--- src/shared/cmt_pkg.sv ---
package cmt_pkg;
  localparam int ADDR_W = 18;
  localparam int DATA_W = 16;
  localparam int CHK_W = 6;
  localparam int CLK_MHZ = 100;
  localparam int TIMEOUT_US = 6;
  localparam int TIMEOUT_CYC = TIMEOUT_US * CLK_MHZ;
  localparam int TMO_W = 10;
  localparam int IOCOPY_W = 11;
  localparam int REFRESH_W = 7;
  // register byte offsets
  localparam logic [7:0] OFS_ECC_CTRL = 8'h00;
  localparam logic [7:0] OFS_ERR_STAT = 8'h04;
  localparam logic [7:0] OFS_ERR_ADDR = 8'h08;
  localparam logic [7:0] OFS_LIMIT_LO = 8'h0c;
  localparam logic [7:0] OFS_LIMIT_HI = 8'h10;
  localparam logic [7:0] OFS_CONFIG = 8'h14;
  // error correction control fields
  localparam int ECC_SINGLE_IRQ_BIT = 2;
  localparam logic [1:0] MODE_NORMAL = 2'h0;
  localparam logic [1:0] MODE_LOCAL21 = 2'h1;
  localparam logic [1:0] MODE_MULTIPORT = 2'h2;
  // error status fields
  localparam int ST_SINGLE = 0;
  localparam int ST_MULTI = 1;
  localparam int ST_MEM_TMO = 3;
  localparam int ST_IO_TMO = 4;
  localparam int ST_SYND_LO = 9;
  // reset values
  localparam logic [2:0] ECC_CTRL_RST = 3'h0;
  localparam logic [17:0] LIMIT_LO_RST = 18'h00000;
  localparam logic [17:0] LIMIT_HI_RST = 18'h3ffff;
  // hamming positions of data bits 0..15 (bit 15 first)
  localparam logic [15:0][4:0] CHK_POS = {5'h15, 5'h14, 5'h13, 5'h12, 5'h11, 5'h0f,
    5'h0e, 5'h0d, 5'h0c, 5'h0b, 5'h0a, 5'h09, 5'h07, 5'h06, 5'h05, 5'h03};

  typedef enum logic [1:0] {OWN_NONE, OWN_DMA, OWN_REFRESH, OWN_CPU} cmt_owner_t;
  typedef enum logic [1:0] {ST_IDLE, ST_MEM, ST_IO} cmt_fsm_t;

  typedef struct packed {
    logic prog_addr;
    logic addr;
    logic dma_addr;
    logic instr;
    logic data;
    logic reg_or_examine;
    logic active_level;
    logic decode_addr;
  } cmt_buttons_t;

  typedef struct packed {
    logic [ADDR_W-1:0] addr;
    logic [DATA_W-1:0] wdata;
    logic [CHK_W-1:0] check;
    logic req;
    logic write;
  } cmt_mem_out_t;

  typedef struct packed {
    cmt_fsm_t st;
    cmt_owner_t own;
    logic [TMO_W-1:0] tmo;
    logic mwr;
    logic fetch;
    logic io_in;
    logic [ADDR_W-1:0] addr;
    logic [DATA_W-1:0] wdata;
    logic [DATA_W-1:0] rdata;
    logic rvalid;
    logic [REFRESH_W-1:0] rfsh;
    logic [1:0] rdy_s;
    logic [1:0] con_s;
    logic a_wr;
    logic a_rd;
    logic [7:0] a_ofs;
    logic [2:0] ecc_ctrl;
    logic [15:0] err_stat;
    logic [ADDR_W-1:0] err_addr;
    logic [ADDR_W-1:0] lim_lo;
    logic [ADDR_W-1:0] lim_hi;
    logic both_fitted;
    logic [ADDR_W-1:0] lat_fetch;
    logic [ADDR_W-1:0] lat_oper;
    logic [ADDR_W-1:0] lat_dma;
    logic [DATA_W-1:0] lat_instr;
    logic [DATA_W-1:0] lat_data;
    logic [DATA_W-1:0] lat_panel;
    logic [15:0] dec_addr;
    logic [15:0] dec_level;
    logic [IOCOPY_W-1:0] iocopy;
    logic irq14;
    logic int_err;
  } cmt_state_t;
endpackage : cmt_pkg
--- src/hw/cmt_transceiver.sv ---
`timescale 1ns/1ps
module cmt_transceiver
  import cmt_pkg::*;
(
  input wire logic hclk,
  input wire logic hresetn,
  input wire logic hsel,
  input wire logic [31:0] haddr,
  input wire logic [1:0] htrans,
  input wire logic hwrite,
  input wire logic [2:0] hsize,
  input wire logic [31:0] hwdata,
  input wire logic hready,
  output logic hreadyout,
  output logic hresp,
  output logic [31:0] hrdata,
  input wire logic cpu_mem_req,
  input wire logic cpu_mem_write,
  input wire logic cpu_fetch,
  input wire logic [ADDR_W-1:0] physical_cpu_address,
  input wire logic dma_req,
  input wire logic dma_write,
  input wire logic dma_via_cpu,
  input wire logic dma_local,
  input wire logic refresh_req,
  input wire logic io_req,
  input wire logic io_dir_in,
  input wire logic cpu_instr_present,
  input wire logic cpu_data_present,
  input wire logic panel_latch_write,
  input wire logic [ADDR_W-1:0] io_address_bus,
  input wire logic [DATA_W-1:0] cpu_internal_bus_i,
  output logic [DATA_W-1:0] cpu_internal_bus_o,
  output logic cpu_internal_bus_oe_n,
  input wire logic [DATA_W-1:0] io_data_bus_i,
  output logic [DATA_W-1:0] io_data_bus_o,
  output logic io_data_bus_oe_n,
  output logic io_request,
  input wire logic io_connect,
  output logic [IOCOPY_W-1:0] io_instr_copy,
  output cmt_mem_out_t mem_out,
  output logic memory_data_bus_oe_n,
  input wire logic [DATA_W-1:0] memory_data_bus_i,
  input wire logic [CHK_W-1:0] mem_check_i,
  input wire logic mem_data_ready,
  output logic multiport_request,
  output logic multiport_write,
  output logic multiport_data_oe_n,
  input wire logic multiport_data_ready,
  input wire logic multiport_address_ready,
  output cmt_owner_t bus_owner,
  output logic irq_level14,
  output logic cpu_internal_error,
  input wire cmt_buttons_t buttons,
  input wire logic [3:0] active_level_bits,
  output logic [ADDR_W-1:0] lamp_addr,
  output logic [DATA_W-1:0] lamp_data,
  output logic [15:0] lamp_addr_decode,
  output logic [15:0] lamp_level_decode
);
  cmt_state_t q, d;

  function automatic logic [4:0] ham(input logic [DATA_W-1:0] dat);
    logic [4:0] c;
    c = '0;
    for (int i = 0; i < DATA_W; i++) begin
      if (dat[i]) c = c ^ CHK_POS[i];
    end
    return c;
  endfunction : ham

  logic [4:0] wr_ham, rd_ham, synd;
  logic [CHK_W-1:0] wr_chk, rd_full;
  logic rd_par, err_single, err_multi, in_range, done_mem, done_io, tmo_hit, link_quiet;
  logic [DATA_W-1:0] corrected;
  logic [31:0] reg_rd;

  always_comb begin
    // check bits for the word being written
    wr_ham = ham(q.wdata);
    wr_chk = {^{q.wdata, wr_ham}, wr_ham};
    case (q.ecc_ctrl[1:0])
      MODE_LOCAL21: wr_chk[5] = 1'b0;
      MODE_MULTIPORT: wr_chk[3:0] = 4'h0;
      default: ;
    endcase
  end

  always_comb begin
    rd_ham = ham(memory_data_bus_i);
    rd_full = {^{memory_data_bus_i, rd_ham}, rd_ham};
    synd = mem_check_i[4:0] ^ rd_ham;
    rd_par = ^{memory_data_bus_i, mem_check_i};
    err_single = 1'b0;
    err_multi = 1'b0;
    case (q.ecc_ctrl[1:0])
      MODE_LOCAL21: err_single = synd != 5'h00;
      MODE_MULTIPORT: err_multi = mem_check_i[5:4] != rd_full[5:4];
      default: begin
        err_single = rd_par;
        err_multi = !rd_par && synd != 5'h00;
      end
    endcase
    corrected = memory_data_bus_i;
    for (int i = 0; i < DATA_W; i++) begin
      if (err_single && synd == CHK_POS[i]) corrected[i] = ~memory_data_bus_i[i];
    end
  end

  // multiport range gate; without local memory everything goes to multiport
  assign in_range = !q.both_fitted || (q.addr >= q.lim_lo && q.addr <= q.lim_hi);
  assign done_mem = q.st == ST_MEM && q.rdy_s[1];
  assign done_io = q.st == ST_IO && q.con_s[1];
  assign tmo_hit = q.st != ST_IDLE && q.tmo == TMO_W'(TIMEOUT_CYC - 1);
  // a new cycle waits until the last answer has left the synchronisers
  assign link_quiet = !q.rdy_s[1] && !q.con_s[1];

  always_comb begin
    reg_rd = 32'h00000000;
    case (q.a_ofs)
      OFS_ECC_CTRL: reg_rd[2:0] = q.ecc_ctrl;
      OFS_ERR_STAT: reg_rd[15:0] = q.err_stat;
      OFS_ERR_ADDR: reg_rd[ADDR_W-1:0] = q.err_addr;
      OFS_LIMIT_LO: reg_rd[ADDR_W-1:0] = q.lim_lo;
      OFS_LIMIT_HI: reg_rd[ADDR_W-1:0] = q.lim_hi;
      OFS_CONFIG: reg_rd[0] = q.both_fitted;
      default: ;
    endcase
  end

  always_comb begin
    d = q;
    d.irq14 = 1'b0;
    d.int_err = 1'b0;
    d.rvalid = 1'b0;
    d.rdy_s = {q.rdy_s[0], mem_data_ready | multiport_data_ready};
    d.con_s = {q.con_s[0], io_connect};
    // bus slave: capture address phase, act in the data phase
    d.a_wr = hsel && hready && htrans[1] && hwrite;
    d.a_rd = hsel && hready && htrans[1] && !hwrite;
    if (hsel && hready) d.a_ofs = haddr[7:0];
    if (q.a_wr) begin
      case (q.a_ofs)
        OFS_ECC_CTRL: d.ecc_ctrl = hwdata[2:0];
        OFS_ERR_STAT: d.err_stat = q.err_stat & ~hwdata[15:0];
        OFS_LIMIT_LO: d.lim_lo = hwdata[ADDR_W-1:0];
        OFS_LIMIT_HI: d.lim_hi = hwdata[ADDR_W-1:0];
        OFS_CONFIG: d.both_fitted = hwdata[0];
        default: ;
      endcase
    end
    case (q.st)
      ST_IDLE: begin
        d.tmo = '0;
        if (dma_req && link_quiet) begin
          d.st = ST_MEM;
          d.own = OWN_DMA;
          d.mwr = dma_write;
          d.addr = io_address_bus;
          d.wdata = io_data_bus_i;
          if (dma_local) d.lat_dma = io_address_bus;
        end else if (refresh_req && link_quiet) begin
          d.st = ST_MEM;
          d.own = OWN_REFRESH;
          d.mwr = 1'b0;
          d.addr = ADDR_W'(q.rfsh);
          d.rfsh = q.rfsh + 1'b1;
        end else if (cpu_mem_req && link_quiet) begin
          d.st = ST_MEM;
          d.own = OWN_CPU;
          d.mwr = cpu_mem_write;
          d.fetch = cpu_fetch;
          d.addr = physical_cpu_address;
          d.wdata = cpu_internal_bus_i;
          if (cpu_fetch) d.lat_fetch = physical_cpu_address;
          else d.lat_oper = physical_cpu_address;
        end else if (io_req && link_quiet) begin
          d.st = ST_IO;
          d.io_in = io_dir_in;
          d.wdata = cpu_internal_bus_i;
          d.iocopy = cpu_internal_bus_i[IOCOPY_W-1:0];
        end
      end
      ST_MEM: begin
        d.tmo = q.tmo + 1'b1;
        if (done_mem) begin
          d.st = ST_IDLE;
          d.own = OWN_NONE;
          if (!q.mwr) begin
            d.rdata = corrected;
            d.rvalid = q.own == OWN_CPU;
            if (err_single || err_multi) begin
              d.err_stat[ST_SYND_LO +: CHK_W] = mem_check_i ^ rd_full;
              d.err_addr = q.addr;
            end
            if (err_single) d.err_stat[ST_SINGLE] = 1'b1;
            if (err_multi) d.err_stat[ST_MULTI] = 1'b1;
            d.irq14 = err_multi || (err_single && q.ecc_ctrl[ECC_SINGLE_IRQ_BIT]);
          end
        end else if (tmo_hit) begin
          d.st = ST_IDLE;
          d.own = OWN_NONE;
          d.err_stat[ST_MEM_TMO] = 1'b1;
          d.err_addr = q.addr;
          d.int_err = 1'b1;
        end
      end
      ST_IO: begin
        d.tmo = q.tmo + 1'b1;
        if (done_io) begin
          d.st = ST_IDLE;
          d.rdata = io_data_bus_i;
          d.rvalid = q.io_in;
        end else if (tmo_hit) begin
          d.st = ST_IDLE;
          d.err_stat[ST_IO_TMO] = 1'b1;
          d.int_err = 1'b1;
        end
      end
      default: d.st = ST_IDLE;
    endcase
    // panel word latches
    if (cpu_instr_present) d.lat_instr = cpu_internal_bus_i;
    if (cpu_data_present) d.lat_data = cpu_internal_bus_i;
    if (panel_latch_write) d.lat_panel = cpu_internal_bus_i;
    // decoders hold their lines while the button is down
    d.dec_addr = 16'h0001 << q.addr[15:12];
    if (buttons.decode_addr) d.dec_addr = q.dec_addr | (16'h0001 << q.addr[15:12]);
    d.dec_level = 16'h0001 << active_level_bits;
    if (buttons.active_level) d.dec_level = q.dec_level | (16'h0001 << active_level_bits);
  end

  always_ff @(posedge hclk or negedge hresetn) begin
    if (!hresetn) begin
      q <= '0;
      q.st <= ST_IDLE;
      q.own <= OWN_NONE;
      q.ecc_ctrl <= ECC_CTRL_RST;
      q.lim_lo <= LIMIT_LO_RST;
      q.lim_hi <= LIMIT_HI_RST;
    end else begin
      q <= d;
    end
  end

  assign hreadyout = 1'b1;
  assign hresp = 1'b0;
  assign hrdata = q.a_rd ? reg_rd : 32'h00000000;

  assign bus_owner = q.own;
  assign mem_out.addr = q.addr;
  assign mem_out.wdata = q.wdata;
  assign mem_out.check = wr_chk;
  assign mem_out.req = q.st == ST_MEM;
  assign mem_out.write = q.st == ST_MEM && q.mwr;
  assign memory_data_bus_oe_n = !(q.st == ST_MEM && q.mwr);
  assign multiport_request = q.st == ST_MEM && in_range;
  assign multiport_write = q.st == ST_MEM && q.mwr && in_range;
  assign multiport_data_oe_n = !(q.st == ST_MEM && q.mwr && in_range);

  // read data go back on the CPU bus only, for CPU memory reads and i/o input; DMA read data are not returned
  assign cpu_internal_bus_o = q.rdata;
  assign cpu_internal_bus_oe_n = !(q.rvalid && q.own != OWN_DMA);
  assign io_data_bus_o = q.wdata;
  assign io_data_bus_oe_n = !(q.st == ST_IO && !q.io_in);
  assign io_request = q.st == ST_IO;
  assign io_instr_copy = q.iocopy;
  assign irq_level14 = q.irq14;
  assign cpu_internal_error = q.int_err;

  always_comb begin
    lamp_addr = q.lat_oper;
    if (buttons.prog_addr) lamp_addr = q.lat_fetch;
    else if (buttons.dma_addr) lamp_addr = q.lat_dma;
    lamp_data = q.lat_panel;
    if (buttons.instr) lamp_data = q.lat_instr;
    else if (buttons.data) lamp_data = q.lat_data;
  end

  assign lamp_addr_decode = q.dec_addr;
  assign lamp_level_decode = q.dec_level;
endmodule : cmt_transceiver

--- config.mk ---
export PLATFORM = sky130hd
export DESIGN_NAME = cmt_transceiver
export DESIGN_NICKNAME = d
export VERILOG_FILES = /design/src/shared/cmt_pkg.sv /design/src/hw/cmt_transceiver.sv
export SDC_FILE = /design/constraint.sdc
export NUM_CORES = 1
export LEC_CHECK = 0
export BUFFER_PORTS_ARGS = -buffer_cell sky130_fd_sc_hd__buf_2
export CORE_ASPECT_RATIO = 0.7
export CORE_MARGIN = 3
export CORE_UTILIZATION = 50
export CTS_CLUSTER_SIZE = 40
export DETAILED_ROUTE_END_ITERATION = 10
export GPL_TIMING_DRIVEN = 0
export HOLD_SLACK_MARGIN = 0.02
export MAX_ROUTING_LAYER = met4
export PLACE_DENSITY = 0.85
export SYNTH_ARGS = -nofsm -noshare
export SYNTH_HDL_FRONTEND = slang
export SYNTH_SLANG_ARGS = --single-unit
--- constraint.sdc ---
create_clock -name hclk -period 7.2 [get_ports hclk]
set_input_delay 0.72 -clock hclk [delete_from_list [all_inputs] [get_ports hclk]]
set_output_delay 0.72 -clock hclk [all_outputs]
set_load 0.01 [all_outputs]
==> flow_summary.ini <==
[status]
status = finished, final reports clean

[global_route]
grt.overflow.total = 0
grt_max_degree = 115
grt_pass1_vias = 13607
track_usage = 0.274
grt_pass1_wl_um = 75700
antenna_found_initial = 5

[die]
io_pins = 389
coreArea_um2 = 32700
die_x_um = 225
die_area_um2 = 35800
rows = 55
dieHeight_um = 159
start_util = 0.513

[power_and_ir_drop]
power.total_uw = 7560
power_leakage_uw = 0.00979
p_sw_uw = 2680
powerDensity_nw_per_um2 = 375
p_seq_frac = 0.352
p_int_uw = 4880
vdd_drop_max_v = 0.000265
clock_power_share = 0.241
netSwitchingFraction = 0.355
comb_power_share = 0.406

[layout]
postLayoutCoreUtil = 0.617
drive_gt1_frac = 0.376
stdcell_count = 2389
final_area_um2 = 20200
fillers = 2698
syn2layout_area_growth_pct = 20.3
nets = 2169

[drt]
vias_per_cell = 5.51
wirelength_um = 48600
drc = 0
drtAntennaViolNets = 0
drt-pass1-iter-count = 5
vias = 13160
wire_per_inst_um = 20.3
drt_iter0_markers = 1121

[clock_network]
cts_buffers = 31
cts.sinks = 309
cts_tree = yes
clock_latency_ns = 0.59
cts-root-buf = clkbuf_16
clock_path_buffers = 3
ctsResizeCount = 0
h-tree-depth = 1
holdBufCountCts = 0
clkTransAtPathRegs_ns = 0.06
post-cts-setup-buffer-count = 0

[timing]
slew_violations = 0
finalWorstSetupSlack_ns = 3.15
rsz0062_at_grt = no
max_slew_margin = 0.406
fmax_mhz = 247
worst_pin_slew_ns = 0.892
finalCritPeriodShare = 0.563
setup-violations-final = 0
fin_skew_ns = 0.0235
hold_viol_final = 0
finalCriticalPeriod_ns = 4.05

[place]
io_buffers = 318
postPlaceCellArea_um2 = 19000
dp_hpwl_um = 36800
pre_cts_slack_ns = 3.65
routabilityCongestion = 0.927
place_inst = 2326

[worst_setup_path]
end_kind = primary output
crit_required_ns = 6.48
cp_max_fo = 5
path_class = reg2out
worstSetupStartpointType = flip-flop
worst_ep_arrival_time_ns = 3.33

[logic_synthesis]
synth.area.top_cells = dfrtp_1 (43%), mux2_2 (12%), buf_4 (5.7%), o21ai_0 (4.4%), nand2_1 (4.3%)
synth_cell_types = 73
synth_top_family_by_area = multiplexers
synth_seq_cells = 309
synth_compound_area_frac = 0.101
ys.flop_type = dfrtp_1
synthMuxAreaShare = 0.161
synth-xor-area-share = 0.0595
yosysTopAreaCell = dfrtp_1
yosys.area_share.simple = 0.0969
async_reset_ff_frac = 1.00
ys_warn_count = 0
syn-cell-area_um2 = 16800
synthAdderAreaFrac = 0.0328
syn_avg_cell_area_um2 = 10.7
syn_inst = 1565
synth_top_area_share = 0.434
synth-edff-count = 0
ys_seq_area_frac = 0.463

[flow_run]
drv_cap = 0

[hold_path]
hold_path_class = in2async
==> power groups by stage <==
stage          combinational (µW)  clock, µW  sequential, µW
3_5_place_dp                 3060          0            2680
4_1_cts                      3080       1850            2650
6_report                     3070       1830            2660
3_3_place_gp                 2960          0            2640
2_1_floorplan                2140          0            2510
5_1_grt                      3340       1930            2720
==> per-layer routing <==
layer | vias up | wire [µm] | track usage | part of all wire
met3 | 79 | 3360 | 0.0485 | 0.069
met5 | - | 0 | - | 0
met4 | 0 | 1350 | 0.0771 | 0.028
met2 | 502 | 22300 | 0.421 | 0.46
met1 | 6542 | 21600 | 0.377 | 0.44
li1 | 6037 | - | - | -
==> cells by family after synthesis <==
| family | count (synthesis) |
|---|---|
| other | 2 |
| multiplexers | 243 |
| XOR/XNOR | 96 |
| buffers and inverters | 248 |
| adder cells (fa/ha/maj) | 44 |
| AND/OR/NAND/NOR | 352 |
| AO/OA/AOI/OAI | 271 |
| flip-flops | 309 |
==> layout by cell type, fill, tap and decap left out, types with 31 or more instances in the layout <==
cell type and n:
buf_2 319, dfrtp_1 291, nand2_1 194, mux2_2 175, o21ai_0 147, buf_4 127
clkbuf_1 68, xnor2_1 64, mux2i_1 57, inv_1 46, ha_1 44, nor2_1 42
clkbuf_16 31
==> flip-flops by register name, summed over array words and instances (netlist names) <==
signal,flops
bus_owner,2
cpu_internal_bus_o,16
cpu_internal_error,1
d,2
io_data_bus_o,16
io_instr_copy,11
irq_level14,1
lamp_addr_decode,16
lamp_level_decode,16
mem_out,18
q,210
==> stage by stage <==
step | hold slack (ns) | TNS [ns]
floorplan | 0.331 | 0
global placement | 0.341 | -82.62
detailed placement | 0.335 | 0
CTS | 0.194 | 0
global route | 0.197 | 0
finish | 0.163 | 0
==> cell type report <==
type,count,area [µm²],share of cell area
Clock inverter,19,318,0.0158
Timing Repair Buffer,320,1660,0.0821
Clock buffer,39,826,0.0410
Multi-Input combinational cell,1022,7620,0.378
Inverter,46,173,0.00856
Antenna cell,5,12.5,0.000620
Sequential cell,309,7750,0.385
Buffer,202,1270,0.0628
Tap cell,427,534,0.0265
==> final timing paths <==
path | cells past startpoint | startpoint | end | slack, ns
max | 10 | mem_out[27]$_DFFE_PN0P_ | multiport_data_oe_n | 3.15
min in group hclk | 1 | io_connect | d[232]$_DFF_PN0_ | 0.24
min | 1 | hresetn | cpu_internal_bus_o[7]$_DFFE_PN0P_ | 0.16
max reg2reg | 7 | q[234]$_DFF_PN0_ | q[105]$_DFFE_PN0P_ | 3.74
max in group asynchronous | 3 | hresetn | q[100]$_DFFE_PN0P_ | 5.57
min reg2reg | 0 | d[232]$_DFF_PN0_ | q[232]$_DFF_PN0_ | 0.35
==> cell usage after synthesis (12+ instances only) <==
library cell / instances
inv_1: 46
xnor2_1: 64
a21oi_1: 22
nand2b_1: 24
nand2_1: 194
a21o_1: 12
mux2_2: 175
a222oi_1: 14
dfstp_2: 18
nor2_1: 42
nand3_1: 17
mux2i_1: 57
nor3_1: 21
o21ai_0: 147
clkbuf_1: 62
ha_1: 44
buf_4: 127
a22oi_1: 18
dfrtp_1: 291
xor2_1: 19
==> worst max-delay path, cell delays in order (launching register included) <==
cell	delay, ns
dfrtp_1	0.46
ha_1	0.34
a21oi_1	0.13
nor2b_1	0.05
o21ai_0	0.15
o211ai_1	0.16
a221oi_1	0.42
o21ai_0	0.22
a211oi_1	0.42
or3_1	0.23
buf_2	0.16
(Power assumes the default switching activity.)
